===== src/mmap_pkg.sv =====
// Shared constants, types and mode helpers for the memory map control block
package mmap_pkg;

  // Register byte offsets on the Wishbone port, one aligned word each
  localparam logic [7:0] MMAP_RAM_POS_OFF = 8'h00;
  localparam logic [7:0] MMAP_REG_POS_OFF = 8'h04;
  localparam logic [7:0] MMAP_EE_POS_OFF = 8'h08;
  localparam logic [7:0] MMAP_AUX_OFF = 8'h0c;
  localparam logic [7:0] MMAP_TEST0_OFF = 8'h10;
  localparam logic [7:0] MMAP_SIZE_LO_OFF = 8'h14;
  localparam logic [7:0] MMAP_SIZE_HI_OFF = 8'h18;
  localparam logic [7:0] MMAP_PAGE_OFF = 8'h1c;

  // Field positions
  localparam int MMAP_BASE_LSB = 3;
  localparam int MMAP_RAM_ALIGN_BIT = 0;
  localparam int MMAP_EE_ON_BIT = 0;
  localparam int MMAP_AUX_STRETCH_LSB = 2;
  localparam int MMAP_AUX_ROMHM_BIT = 1;
  localparam int MMAP_AUX_ROMON_BIT = 0;
  localparam int MMAP_PAGE_W = 6;

  // Implemented bits of each writable register
  localparam logic [7:0] MMAP_RAM_MASK = 8'hf9;
  localparam logic [7:0] MMAP_REG_MASK = 8'h78;
  localparam logic [7:0] MMAP_EE_MASK = 8'hf9;
  localparam logic [7:0] MMAP_AUX_MASK = 8'h0f;
  localparam logic [7:0] MMAP_PAGE_MASK = 8'h3f;

  // Reset values
  localparam logic [7:0] MMAP_RAM_RST = 8'h09;
  localparam logic [7:0] MMAP_REG_RST = 8'h00;
  localparam logic [7:0] MMAP_EE_RST = 8'h00;
  localparam logic [7:0] MMAP_AUX_RST = 8'h0d;
  localparam logic [7:0] MMAP_AUX_RST_TEST = 8'h0c;
  localparam logic [7:0] MMAP_PAGE_RST = 8'h00;

  // Base fields select a 2K byte window
  localparam int MMAP_WIN_LOG2 = 11;

  // System operating modes
  typedef enum logic [2:0] {
    MMAP_SPECIAL_SINGLE,
    MMAP_EMU_NARROW,
    MMAP_SPECIAL_TEST,
    MMAP_EMU_WIDE,
    MMAP_NORMAL_SINGLE,
    MMAP_NORMAL_NARROW,
    MMAP_PERIPHERAL,
    MMAP_NORMAL_WIDE
  } mmap_mode_t;

  // Core access request
  typedef struct packed {
    logic valid;
    logic [15:0] addr;
  } mmap_core_req_t;

  // Resource select, at most one bit set
  typedef struct packed {
    logic regs;
    logic ram;
    logic eeprom;
    logic flash;
    logic external;
  } mmap_sel_t;

  function automatic logic mmap_is_special(input mmap_mode_t m);
    return (m == MMAP_SPECIAL_SINGLE) || (m == MMAP_SPECIAL_TEST) || (m == MMAP_PERIPHERAL);
  endfunction : mmap_is_special

  function automatic logic mmap_is_emulation(input mmap_mode_t m);
    return (m == MMAP_EMU_NARROW) || (m == MMAP_EMU_WIDE);
  endfunction : mmap_is_emulation

  function automatic logic mmap_is_expanded(input mmap_mode_t m);
    return (m == MMAP_EMU_NARROW) || (m == MMAP_EMU_WIDE) || (m == MMAP_SPECIAL_TEST) ||
           (m == MMAP_NORMAL_NARROW) || (m == MMAP_NORMAL_WIDE);
  endfunction : mmap_is_expanded

endpackage : mmap_pkg


===== src/mmap_ctrl.sv =====
// Memory map control top: Wishbone register bank plus address decode
`timescale 1ns/100ps
`default_nettype none
// Overview of operation
// The block has no pins; every port joins other on-chip logic.
// Resource selection decodes the core address together with the operating mode.
// Active-low external select asserts for accesses in external space.
// Active-low emulation select serves flash-space accesses made in emulation modes.
// RAM position locks after first write except in special modes.
// A new RAM position steers decoding from the cycle after the write.
// Register bits 7 to 3 give RAM base address bits 15 to 11.
// Alignment bit clear puts RAM at the bottom of its window.
// Alignment bit set puts RAM at the top of its window.
// Unimplemented register bits read zero and ignore writes.
module mmap_ctrl
  import mmap_pkg::*;
#(
  parameter int RAM_LOG2 = 10,
  parameter int REG_LOG2 = 10,
  parameter int EE_LOG2 = 10,
  parameter logic [7:0] SIZE_LO_VAL = 8'h00,
  parameter logic [7:0] SIZE_HI_VAL = 8'h00
) (
  input wire logic clk_i,
  input wire logic rst_i,
  input wire logic wb_cyc_i,
  input wire logic wb_stb_i,
  input wire logic wb_we_i,
  input wire logic [7:0] wb_adr_i,
  input wire logic [3:0] wb_sel_i,
  input wire logic [31:0] wb_dat_i,
  output logic [31:0] wb_dat_o,
  output logic wb_ack_o,
  input wire mmap_mode_t mode_i,
  input wire mmap_core_req_t core_req_i,
  output mmap_sel_t sel_o,
  output logic external_chip_select_n_o,
  output logic emulation_chip_select_n_o,
  output logic [1:0] stretch_o,
  output logic [19:0] page_addr_o
);

  localparam int ONCE_N = 3;
  localparam int ONCE_RAM = 0;
  localparam int ONCE_REG = 1;
  localparam int ONCE_AUX = 2;
  localparam logic [7:0] ONCE_OFF [ONCE_N] = '{MMAP_RAM_POS_OFF, MMAP_REG_POS_OFF, MMAP_AUX_OFF};
  localparam logic [7:0] ONCE_MASK [ONCE_N] = '{MMAP_RAM_MASK, MMAP_REG_MASK, MMAP_AUX_MASK};

  // Address match, shared by the write strobes and the read mux
  function automatic logic reg_hit(input logic [7:0] adr, input logic [7:0] off);
    return adr == off;
  endfunction : reg_hit

  logic ack_r, ack_nxt;
  logic [31:0] dat_r, dat_nxt;
  logic req_new, wr_fire, special;
  logic [7:0] rd_byte;
  logic [7:0] once_rst [ONCE_N];
  logic [7:0] once_q [ONCE_N];
  logic once_wr [ONCE_N];
  logic once_lock [ONCE_N];
  logic [7:0] ee_r, ee_nxt;
  logic [7:0] page_r, page_nxt;
  logic [7:0] ram_pos, reg_pos, aux;

  // Mode is steady after reset, so it needs no sampling here
  assign special = mmap_is_special(mode_i);

  // A request is new while no ack is pending for it
  assign req_new = wb_cyc_i && wb_stb_i && !ack_r;

  // Writes take effect at the edge where the master sees ack; lane 0 only
  assign wr_fire = wb_cyc_i && wb_stb_i && wb_we_i && ack_r && wb_sel_i[0];

  // Read mux; unmapped offsets and unimplemented bits answer zero
  always_comb begin
    rd_byte = 8'h00;
    if (reg_hit(wb_adr_i, MMAP_RAM_POS_OFF)) begin
      rd_byte = ram_pos & MMAP_RAM_MASK;
    end else if (reg_hit(wb_adr_i, MMAP_REG_POS_OFF)) begin
      rd_byte = reg_pos & MMAP_REG_MASK;
    end else if (reg_hit(wb_adr_i, MMAP_EE_POS_OFF)) begin
      rd_byte = ee_r & MMAP_EE_MASK;
    end else if (reg_hit(wb_adr_i, MMAP_AUX_OFF)) begin
      rd_byte = aux & MMAP_AUX_MASK;
    end else if (reg_hit(wb_adr_i, MMAP_TEST0_OFF)) begin
      rd_byte = 8'h00;
    end else if (reg_hit(wb_adr_i, MMAP_SIZE_LO_OFF)) begin
      rd_byte = SIZE_LO_VAL;
    end else if (reg_hit(wb_adr_i, MMAP_SIZE_HI_OFF)) begin
      rd_byte = SIZE_HI_VAL;
    end else if (reg_hit(wb_adr_i, MMAP_PAGE_OFF)) begin
      rd_byte = page_r & MMAP_PAGE_MASK;
    end else begin
      rd_byte = 8'h00;
    end
  end

  // Bus slave: ack one cycle after the request, dropped the cycle after
  always_comb begin
    ack_nxt = req_new;
    dat_nxt = req_new ? {24'h000000, rd_byte} : 32'h00000000;
  end

  always_ff @(posedge clk_i) begin
    if (rst_i) begin
      ack_r <= 1'b0;
      dat_r <= 32'h00000000;
    end else begin
      ack_r <= ack_nxt;
      dat_r <= dat_nxt;
    end
  end

  assign wb_ack_o = ack_r;
  assign wb_dat_o = dat_r;

  // Reset values of the lockable registers; test mode boots with flash off
  always_comb begin
    once_rst[ONCE_RAM] = MMAP_RAM_RST;
    once_rst[ONCE_REG] = MMAP_REG_RST;
    once_rst[ONCE_AUX] = (mode_i == MMAP_SPECIAL_TEST) ? MMAP_AUX_RST_TEST : MMAP_AUX_RST;
  end

  // Lockable mapping registers each get their own write-once cell
  generate
    for (genvar g = 0; g < ONCE_N; g++) begin : g_once
      assign once_wr[g] = wr_fire && reg_hit(wb_adr_i, ONCE_OFF[g]);
      mmap_once_reg #(
        .MASK(ONCE_MASK[g])
      ) u_once (
        .clk_i(clk_i),
        .rst_i(rst_i),
        .rst_val_i(once_rst[g]),
        .wr_i(once_wr[g]),
        .special_i(special),
        .dat_i(wb_dat_i[7:0]),
        .q_o(once_q[g]),
        .locked_o(once_lock[g])
      );
    end
  endgenerate

  assign ram_pos = once_q[ONCE_RAM];
  assign reg_pos = once_q[ONCE_REG];
  assign aux = once_q[ONCE_AUX];

  // EEPROM position and page index stay writable at any time
  always_comb begin
    ee_nxt = ee_r;
    page_nxt = page_r;
    if (wr_fire && reg_hit(wb_adr_i, MMAP_EE_POS_OFF)) begin
      ee_nxt = wb_dat_i[7:0] & MMAP_EE_MASK;
    end
    if (wr_fire && reg_hit(wb_adr_i, MMAP_PAGE_OFF)) begin
      page_nxt = wb_dat_i[7:0] & MMAP_PAGE_MASK;
    end
  end

  always_ff @(posedge clk_i) begin
    if (rst_i) begin
      ee_r <= MMAP_EE_RST;
      page_r <= MMAP_PAGE_RST;
    end else begin
      ee_r <= ee_nxt;
      page_r <= page_nxt;
    end
  end

  // Decoder reads only registered positions, so a write counts a cycle later
  mmap_decode #(
    .RAM_LOG2(RAM_LOG2),
    .REG_LOG2(REG_LOG2),
    .EE_LOG2(EE_LOG2)
  ) u_decode (
    .req_i(core_req_i),
    .mode_i(mode_i),
    .ram_pos_i(ram_pos),
    .reg_pos_i(reg_pos),
    .ee_pos_i(ee_r),
    .aux_i(aux),
    .page_i(page_r),
    .sel_o(sel_o),
    .xcs_n_o(external_chip_select_n_o),
    .ecs_n_o(emulation_chip_select_n_o),
    .page_addr_o(page_addr_o)
  );

  // Stretch count only matters for external accesses
  assign stretch_o = aux[MMAP_AUX_STRETCH_LSB +: 2];
endmodule : mmap_ctrl
`default_nettype wire


===== src/mmap_once_reg.sv =====
// Mapping register that locks after its first write outside special modes
`timescale 1ns/100ps
`default_nettype none
module mmap_once_reg
  import mmap_pkg::*;
#(
  parameter logic [7:0] MASK = 8'hff
) (
  input wire logic clk_i,
  input wire logic rst_i,
  input wire logic [7:0] rst_val_i,
  input wire logic wr_i,
  input wire logic special_i,
  input wire logic [7:0] dat_i,
  output logic [7:0] q_o,
  output logic locked_o
);

  logic [7:0] q_r, q_nxt;
  logic lock_r, lock_nxt;

  // First write always lands; later ones only in special modes
  always_comb begin
    q_nxt = q_r;
    lock_nxt = lock_r;
    if (wr_i && (special_i || !lock_r)) begin
      q_nxt = dat_i & MASK;
      lock_nxt = 1'b1;
    end
  end

  // Reset value may depend on the mode, so it is loaded synchronously
  always_ff @(posedge clk_i) begin
    if (rst_i) begin
      q_r <= rst_val_i & MASK;
      lock_r <= 1'b0;
    end else begin
      q_r <= q_nxt;
      lock_r <= lock_nxt;
    end
  end

  assign q_o = q_r;
  assign locked_o = lock_r;

endmodule : mmap_once_reg
`default_nettype wire


===== src/mmap_decode.sv =====
// Combinational address decoder and chip select generation
`timescale 1ns/100ps
`default_nettype none
module mmap_decode
  import mmap_pkg::*;
#(
  parameter int RAM_LOG2 = 10,
  parameter int REG_LOG2 = 10,
  parameter int EE_LOG2 = 10
) (
  input wire mmap_core_req_t req_i,
  input wire mmap_mode_t mode_i,
  input wire logic [7:0] ram_pos_i,
  input wire logic [7:0] reg_pos_i,
  input wire logic [7:0] ee_pos_i,
  input wire logic [7:0] aux_i,
  input wire logic [7:0] page_i,
  output mmap_sel_t sel_o,
  output logic xcs_n_o,
  output logic ecs_n_o,
  output logic [19:0] page_addr_o
);

  localparam logic [10:0] RAM_UMASK = 11'(~((1 << RAM_LOG2) - 1));
  localparam logic [10:0] REG_UMASK = 11'(~((1 << REG_LOG2) - 1));
  localparam logic [10:0] EE_UMASK = 11'(~((1 << EE_LOG2) - 1));

  // Hit in a block placed low or high inside its 2K window
  function automatic logic in_block(input logic [15:0] a, input logic [4:0] base,
                                    input logic [10:0] umask, input logic high);
    logic [10:0] upper;
    upper = a[10:0] & umask;
    return (a[15:MMAP_WIN_LOG2] == base) && (upper == (high ? umask : 11'h000));
  endfunction : in_block

  logic hit_reg, hit_ram, hit_ee, flash_space, hit_flash;

  // Registers win over RAM, RAM over EEPROM, EEPROM over flash
  always_comb begin
    hit_reg = in_block(req_i.addr, {1'b0, reg_pos_i[6:MMAP_BASE_LSB]}, REG_UMASK, 1'b0);
    hit_ram = in_block(req_i.addr, ram_pos_i[7:MMAP_BASE_LSB], RAM_UMASK,
                       ram_pos_i[MMAP_RAM_ALIGN_BIT]); // see R7 see R8
    hit_ee = ee_pos_i[MMAP_EE_ON_BIT] &&
             in_block(req_i.addr, ee_pos_i[7:MMAP_BASE_LSB], EE_UMASK, 1'b0);
    flash_space = (req_i.addr[15:14] != 2'b00) &&
                  !(aux_i[MMAP_AUX_ROMHM_BIT] && (req_i.addr[15:14] == 2'b01));
    hit_flash = aux_i[MMAP_AUX_ROMON_BIT] && flash_space;
    sel_o.regs = hit_reg;
    sel_o.ram = hit_ram && !hit_reg;
    sel_o.eeprom = hit_ee && !hit_ram && !hit_reg;
    sel_o.flash = hit_flash && !hit_ee && !hit_ram && !hit_reg;
    sel_o.external = mmap_is_expanded(mode_i) && !(hit_flash || hit_ee || hit_ram || hit_reg);
  end

  // Strobes are gated by a valid access so idle cycles select nothing
  assign xcs_n_o = !(req_i.valid && sel_o.external);
  assign ecs_n_o = !(req_i.valid && mmap_is_emulation(mode_i) && flash_space);

  // Paged window at 0x8000 carries the page index into the expanded address
  assign page_addr_o = (req_i.addr[15:14] == 2'b10) ?
                       {page_i[MMAP_PAGE_W-1:0], req_i.addr[13:0]} : {4'h0, req_i.addr};

endmodule : mmap_decode
`default_nettype wire


===== config.mk =====
export PLATFORM = sky130hd
export DESIGN_NAME = mmap_ctrl
export DESIGN_NICKNAME = d
export VERILOG_FILES = /design/src/mmap_pkg.sv /design/src/mmap_ctrl.sv /design/src/mmap_once_reg.sv /design/src/mmap_decode.sv
export SDC_FILE = /design/constraint.sdc
export NUM_CORES = 1
export LEC_CHECK = 0
export ABC_AREA = 1
export ABC_CLOCK_PERIOD_IN_PS = 1690
export BUFFER_PORTS_ARGS = -buffer_cell sky130_fd_sc_hd__buf_2
export CAP_MARGIN = 10
export CORE_UTILIZATION = 45
export DETAILED_ROUTE_END_ITERATION = 16
export PLACE_DENSITY = 0.88
export SLEW_MARGIN = 15
export SYNTH_ARGS = -nofsm -noshare
export SYNTH_HDL_FRONTEND = slang
export SYNTH_HIERARCHICAL = 1
export SYNTH_SLANG_ARGS = --single-unit

===== constraint.sdc =====
create_clock -name clk_i -period 1.69 [get_ports clk_i]
set_input_delay 0 -clock clk_i [delete_from_list [all_inputs] [get_ports clk_i]]
set_output_delay 0 -clock clk_i [all_outputs]
set_load 0.05 [all_outputs]

* Word level (Yosys, flattened, before mapping)
Cells that the tools add are included.
** Word-level totals
- Register bits :: 62
- Output and inout bits :: 62
- Logic and storage cells :: 105
** Cells by class
- Equal/unequal tests :: 19
- Muxes and demuxes :: 13
- Bitwise operators :: 1
- Reductions and logical operators :: 60
** Operators with widths (count)
- 8-bit by 5-bit equality test with 1-bit output, second input constant :: 4
- 1-bit logical AND :: 30
- 6-bit two-way mux :: 5
- 8-bit two-way mux :: 3
- 20-bit two-way mux :: 1
- 8-bit by 4-bit equality test with 1-bit output, second input constant :: 2
- 1-bit logical OR :: 12
- 11-bit equality test :: 1
- 1-bit logical NOT :: 11
- 11-bit logical NOT :: 1
- 11-bit two-way mux :: 1
- 5-bit equality test :: 2
- 3-bit equality test, second input constant :: 3
- 8-bit by 3-bit equality test with 1-bit output, second input constant :: 1
- 8-bit logical NOT :: 1
- 4-bit two-way mux :: 2
- 3-bit by 2-bit equality test with 1-bit output, second input constant :: 2
- 5-bit by 4-bit equality test with 1-bit output :: 1
- 5-bit OR reduction :: 1
- 2-bit nonzero test :: 2
- 3-bit by 1-bit equality test with 1-bit output, second input constant :: 1
- 3-bit logical NOT :: 1
- 2-bit by 1-bit equality test with 1-bit output, second input constant :: 1
- 2-bit equality test, second input constant :: 1
- other kinds (3) :: 3

* Depth between registers and ports, before layout
Gate-level depths: netlist of run 1.
- Word-level depth :: 12
- Gate-level depth with buffers :: 9
- Depth with buffers taken out :: 9

* By module
The synthesis of run 1 kept the hierarchy.
** Modules (own cells, without submodules)
- mmap_ctrl :: times used 1, cells each 174, area each 1222.4 µm², sequential area each 420.4 µm²
- mmap_decode :: times used 1, cells each 119, area each 543.0 µm², sequential area each 0.0 µm²
- mmap_once_reg at g_once[1].u_once ... :: times used 2, cells each 29, area each 245.2 µm², sequential area each 140.1 µm²
- mmap_once_reg at g_once[0].u_once :: times used 1, cells each 36, area each 324.1 µm², sequential area each 200.2 µm²

* Least setup slack after synthesis of run 1
No wires, ideal clock.
- Kind :: flip-flop to flip-flop
- Start point :: register ack_r, in the netlist wb_ack_o
- End point :: register g_once[1].u_once.q_r[3], enable pin
- Setup time :: 307 ps
- Data arrival time :: 1559 ps
- Required time :: 1383 ps
- Path slack :: -177 ps
- Cell stages (with the launch flop) :: 7
- Buffers on the path :: 0
- Path through :: dfxtp_1 nand3_1 nor2_4 inv_1 nor3_1 nand2_1 nand2_1
** RTL lines
- start: declaration :: RTL line mmap_ctrl.sv:55 : logic ack_r, ack_nxt;
- start signal: assignment :: RTL line mmap_ctrl.sv:111 : ack_r <= ack_nxt;
- end signal: assignment :: RTL line mmap_once_reg.sv:35 : q_r <= rst_val_i & MASK;
- end signal: assignment :: RTL line mmap_once_reg.sv:38 : q_r <= q_nxt;
- end: declaration :: RTL line mmap_once_reg.sv:19 : logic [7:0] q_r, q_nxt;

==> reports/results.txt, run 1 <==
The smallest clock period supported by the final layout is computed as 1580 ps. The met2 track utilization from global routing was 0.360; the number of synthesis warnings was 6. Relative to the synthesized area, the layout overhead comes to 15.8%. At the pin with the least slew margin, the transition time is 514 ps. Along the worst path, the maximum fanout reaches 4. The first routing iteration left 218 violations.

The clock net sink count was 38; the total number of H-tree levels was 2. Once placement finished, the instance area stood at 2720 sq um. The path class of the tightest hold or removal check is in -> out.

For the worst-skew pair, the clock arrives at the later sink with an insertion delay of 290 ps. Share of post-route cells with drive strength above 1: 0.225. The tools report the startpoint kind of the worst setup timing path as a flip-flop.

Max-cap violations in this run came to 0. Entering global routing, the biggest net connects 23 pins. Final critical-path share of the clock period: 0.936. The global routing met1 resource utilization was 0.254; the headroom to the max-slew limit was 0.655. The flow ran to the end, and the final reports show no timing, DRC or antenna violations. Final hold analysis gives a worst-case slack of 0.0220 ps. The first-pass GRT wire length is 9.76 mm. For the starting utilization of the core area, the log shows 0.476. The slowest stage of the critical path is the dfxtp_2 cell.

Final instance count without filler cells: 514. Sum of buffers and inverters on the critical path: 1. The layer flagged by global routing as most heavily used is met2.

Traced cell by cell, the critical path runs through nand3_1 -> nor2_4 -> inv_1 -> nor3_1 -> nand2_1 -> nand2_1. The number of instances in the synthesized netlist was 374. The leakage power of the design came out at 0.00149 uW. The global-route usage over all layers was 0.213. Buffers inserted during clock tree synthesis total 5. Input and output buffers added on the ports amount to 59.

Setup violations remaining at the end of the flow were counted as 0. STA classifies the critical path endpoint as a flip-flop. The maximum root-to-sink buffer count was 2; the width of the die was 76.4 microns.

The tools report the sum of net half-perimeters after detailed placement as 4.63 mm. The final layout contains 512 nets. Setup repair after global routing left no endpoint under its margin. The tools report the area taken by flip-flops and latches as 902 sq um.

The tools report the area of the multi-input gates as 1220 sq um. The leading cell type in the layout, fill and taps excluded was nand2_1. The critical path is of the reg -> reg type. After filler insertion, the fill cell instance count of the layout stands at 499. Data on the critical path arrives at its endpoint at 1580 ps.

The maximum ir drop on the vdd rail was 0.455 mV. For the number of top-level pins, the log shows 131. The required time of the critical path is 1690 ps, and the max-slew violation count is 0. The final routed wirelength across all metal layers is 5.95 mm, and the setup skew after layout is 3.29 ps.

The post-CTS clock slew at the launch and capture registers of the worst setup and hold paths is 70 ps, and the average vias per placed instance is 4.62. In this design, the critical path's most frequently occurring cell is nand2_1. Summing every instance area after synthesis gives 2490 sq um. The finished cells cover 2890 sq um.

The cell family contributing the most delay on the critical path was simple AND/OR/NAND/NOR gates. The total area inside the core boundary comes to 5240 sq um. The average cell area after synthesis is 6.67 sq um, and the DRC violations left is 0. The tools report the number of rows in the core area as 26. The total overflow left after global routing is 0.

In this run the remaining antenna-violating nets after routing total 0. Dividing the detail-routed wire length by the instance count gives 11.6 microns. TritonCTS built the clock tree. The run gives 4 as the number of detailed-routing iterations run before antenna repair. After detailed placement, the design holds a cell count of 500. The number of antenna diodes in the final layout is 0. Leaving out fill and tap cells, the most frequent cells in the layout are 120 x nand2_1, 57 x buf_2, 51 x nor2_1. The number of vias after detailed routing was 2,373; the number of global-route vias before repair was 2,161. On the worst path, the slowest cell contributes a delay of 360 ps.

CTS placed an instance of clkbuf_8 at the clock tree root. Total power for the finished layout comes to 2250 uW. The number of antenna violations at the first check in global routing is 0, and the accumulated negative setup slack is 0 ps.

The tools report the area enclosed by the die boundary as 5840 sq um. Timing would allow up to 632 MHz. For the final count of hold timing violations, the log shows 0. Power spread over the standard cell area amounts to 780 nW/um^2. The routability congestion estimate came out at 0.914. Measured along the y axis, the die boundary spans 76.4 microns.

The met3 capacity usage during global routing was 0.0431.
[power breakdown]
part / internal (uW) / switching [uW] / total, uW
Combinational: 114 / 363 / 477
Sequential: 988 / 32.0 / 1020
Clock: 434 / 321 / 755
[state kept, by name (all words and copies together) (netlist names)]
signal / count
page_r: 6
g_once.u_once/q_o: 14
wb_ack_o: 1
g_once.u_once/locked_o: 3
ee_r: 6
wb_dat_o: 8
[area by class of cell]
type	instances	area share
timing repair buffer	70	0.136
tap	70	0.0303
sequential	38	0.312
clock buffer	5	0.0238
multi-input combinational	281	0.422
clock inverter	3	0.0139
inverter	47	0.0611
[final timing paths]
path	start	to	slack, ps	depth (start not counted)
worst min-delay path	core_req_i[5]	page_addr_o[5]	0.02	0
worst max register to register	wb_ack_o	g_once[1].u_once/q_o[3]	110	6
worst max-delay path	wb_ack_o	g_once[1].u_once/q_o[3]	110	6
worst min register to register	g_once[0].u_once/locked_o	g_once[0].u_once/locked_o	470	2
[per-layer routing]
layer	vias up	wire length [microns]
met1	1027	2420
met2	117	2750
met5	-	0
met4	0	279
met3	18	494
li1	1211	-
[metrics by stage]
step | utilization | worst slack (ps)
6_report | 0.551 | 108
5_1_grt | 0.551 | 14.1
4_1_cts | 0.548 | 53.3
3_5_place_dp | 0.519 | 138
3_3_place_gp | 0.519 | 185
2_1_floorplan | - | 35.1
[repair_timing]
action,4_1_cts,5_1_grt
setup buffers,0,2
hold buffers,4,0
resized for setup,0,3
setup endpoints to repair,0,2
endpoints found under the hold margin,6,0
(Power assumes the default switching activity.)
==> run 2, diff against run 1 <==
Settings changed: GPL_TIMING_DRIVEN set to 0.
==> reports/results.txt, run 2 (synthesized netlist as in run 1, its figures left out) <==
The insertion delay of the later-clocked pin in the worst-skew pair is 290 ps. For the first-pass GRT wire length, the log shows 10.3 mm. The critical path is of the reg -> out type. For the placeable core area, the log shows 5240 sq um. The first detailed-routing pass took 5 iterations.

For this run, design rule violations remaining after detail routing come to 0. Global routing finished with a remaining overflow of 0. The die is 76.4 microns tall. The net count reported at finish was 558. The number of clock buffers added by TritonCTS is 5. Final count of hold timing violations: 0. The number of top-level pins came out at 131. Dividing the detail-routed via count by the number of cells gives 4.52. The leading cell type in the layout, fill and taps excluded was nand2_1. The count of routing violations after the opening detailed-route iteration was 172. The top cell types in the final layout, fill and taps aside, are 120 x nand2_1, 67 x buf_2, 49 x nor2_1. After legalization and detailed placement, the total HPWL measured 4.81 mm. Startpoint kind of the worst setup timing path: a flip-flop.

The detailed router placed 2,533 vias in this run. TritonCTS built the clock tree. The share of post-route cells with drive strength above 1 came out at 0.308.

Entering global routing, the biggest net connects 15 pins. The layout overhead on the synthesized area was 30.0%. From left edge to right edge, the die measures 76.4 microns. The accumulated negative setup slack was 0 ps; the post-route minimum period was 1600 ps. The logs give 3240 sq um for the summed area of non-filler cells in the final layout and 1600 ps for the data arrival at the endpoint of the critical path. For the maximum ir drop on the vdd rail, the log shows 0.397 mV. The maximum fanout count along the critical path is 4, and the count of endpoints failing setup in the final report is 0. The logs give 0 for the max-slew violation count and 0.221 for the global-route usage over all layers. The tree built by TritonCTS fans out to 38 sinks.

The largest single stage delay on the critical path is 450 ps. The register with the most flip-flops in the layout has 14 of them. Power spread over the standard cell area amounts to 738 nW/um^2. The sum of buffers and inverters on the critical path works out to 1. For the total number of H-tree levels, the log shows 2. The most numerous cell type found on the critical path is nand2_2. For this block, the routed nets add up to 6.15 mm of wire. For the final design utilization, the log shows 0.619.

The worst hold path belongs to the class in -> reg. Summing all placed instances gives a cell area of 3060 sq um. The number of global-route vias before repair came out at 2,285. In this run the tool buffered the top-level ports with 69 buffer cells. Number of rows in the core area: 26.

Traced cell by cell, the critical path runs through nand2_1 -> nand3_1 -> nor2_2 -> nand2_2 -> nand2_2 -> nor2_4 -> nand2_2 -> clkbuf_4. CTS placed an instance of clkbuf_8 at the clock tree root. The run finished with clean final reports. The repair_antennas step left the layout with diodes totalling 0. The maximum clock frequency is 624 MHz. The logs give 2 for the maximum root-to-sink buffer count and 0 for the number of antenna-violating nets in the routed design.

The die covers 5840 sq um. After clock tree synthesis, the clock-pin slew on the worst setup and hold paths is 80 ps. Counting tap cells, the placed design contains a total of 548 instances. The average wire per cell in the routed design works out to 11.0 microns. For the required time of the critical path, the log shows 1690 ps. The cell family contributing the most delay on the critical path is simple AND/OR/NAND/NOR gates. The worst setup path is captured at an output port.

Final instance count without filler cells: 560. The tools report the number of max-cap violations as 0. The setup skew after layout was 5.07 ps; the leakage power of the design was 0.00172 uW. Routability-driven placement finished with a final weighted congestion of 0.901. The number of antenna violations at the first check in global routing is 0.

The final critical-path share of the clock period came out at 0.948. The slowest stage of the critical path is the edfxtp_1 cell. The logs give 0.476 for the starting utilization of the core area and 2390 uW for the sum of internal, switching and leakage power.
==> run 2: changes by cell type in the layout (fill, tap and decap cells not counted), sizes merged <==
cell         delta
buf            +45
clkbuf          +2
clkinv          -2
clkinvlp        +2
dlygate4sd3     -1
==> run 2: routing by layer <==
| metal | vias to the layer above | wire length (microns) | track usage |
|---|---|---|---|
| met2 | 125 | 2860 | 0.368 |
| met3 | 23 | 525 | 0.0419 |
| met4 | 0 | 299 | 0.127 |
| li1 | 1301 | - | - |
| met1 | 1084 | 2470 | 0.264 |
| met5 | - | 0 | 0 |
==> run 2: where the power goes <==
part	internal [uW]	total, uW	leakage (uW)	switching (uW)
Combinational	179	603	0.00134	424
Clock	439	770	0.0000504	331
Sequential	988	1020	0.000331	31.7
Total	1610	2390	0.00172	787
==> run 2: final cells by class <==
class | instances | area (sq um)
tap | 70 | 87.6
buffer | 43 | 328
clock buffer | 5 | 68.8
inverter | 47 | 176
clock inverter | 3 | 45.0
sequential | 38 | 903
timing repair buffer | 73 | 390
fill | 486 | 2000
multi-input combinational | 281 | 1240
==> run 2: worst reg2reg max path, stage by stage (launching register included) <==
cell     delay (ps)
dfxtp_2         350
nand3_1         110
nor2_4          210
inv_2           120
nor2_2          190
nand2_1          80
nand2_1         180
==> run 2: metrics by stage <==
stage | hold WS, ps | worst slack, ps
4_1_cts | 7.79 | 57.4
6_report | 15.9 | 87.1
3_3_place_gp | 261 | -6.29
3_5_place_dp | 277 | -36.5
5_1_grt | 31.2 | -0.413
2_1_floorplan | 72.4 | 35.1
==> run 2: timing repair <==
| action | 4_1_cts | 5_1_grt |
|---|---|---|
| buffers inserted | 0 | 1 |
| pin swaps | 0 | 1 |
| resized for setup | 1 | 10 |
| hold endpoints to repair | 3 | 0 |
| hold buffers | 3 | 0 |
| endpoints found under the setup margin | 4 | 17 |
==> run 2: path summary, 6_finish.rpt <==
path | start | endpoint | slack, ps | cells past startpoint
max | g_once[1].u_once/q_o[4] | external_chip_select_n_o | 90 | 8
min | wb_dat_i[4] | ee_r[4] | 20 | 3
max reg2reg | wb_ack_o | g_once[0].u_once/q_o[3] | 140 | 6
min reg2reg | g_once[1].u_once/locked_o | g_once[1].u_once/locked_o | 470 | 2
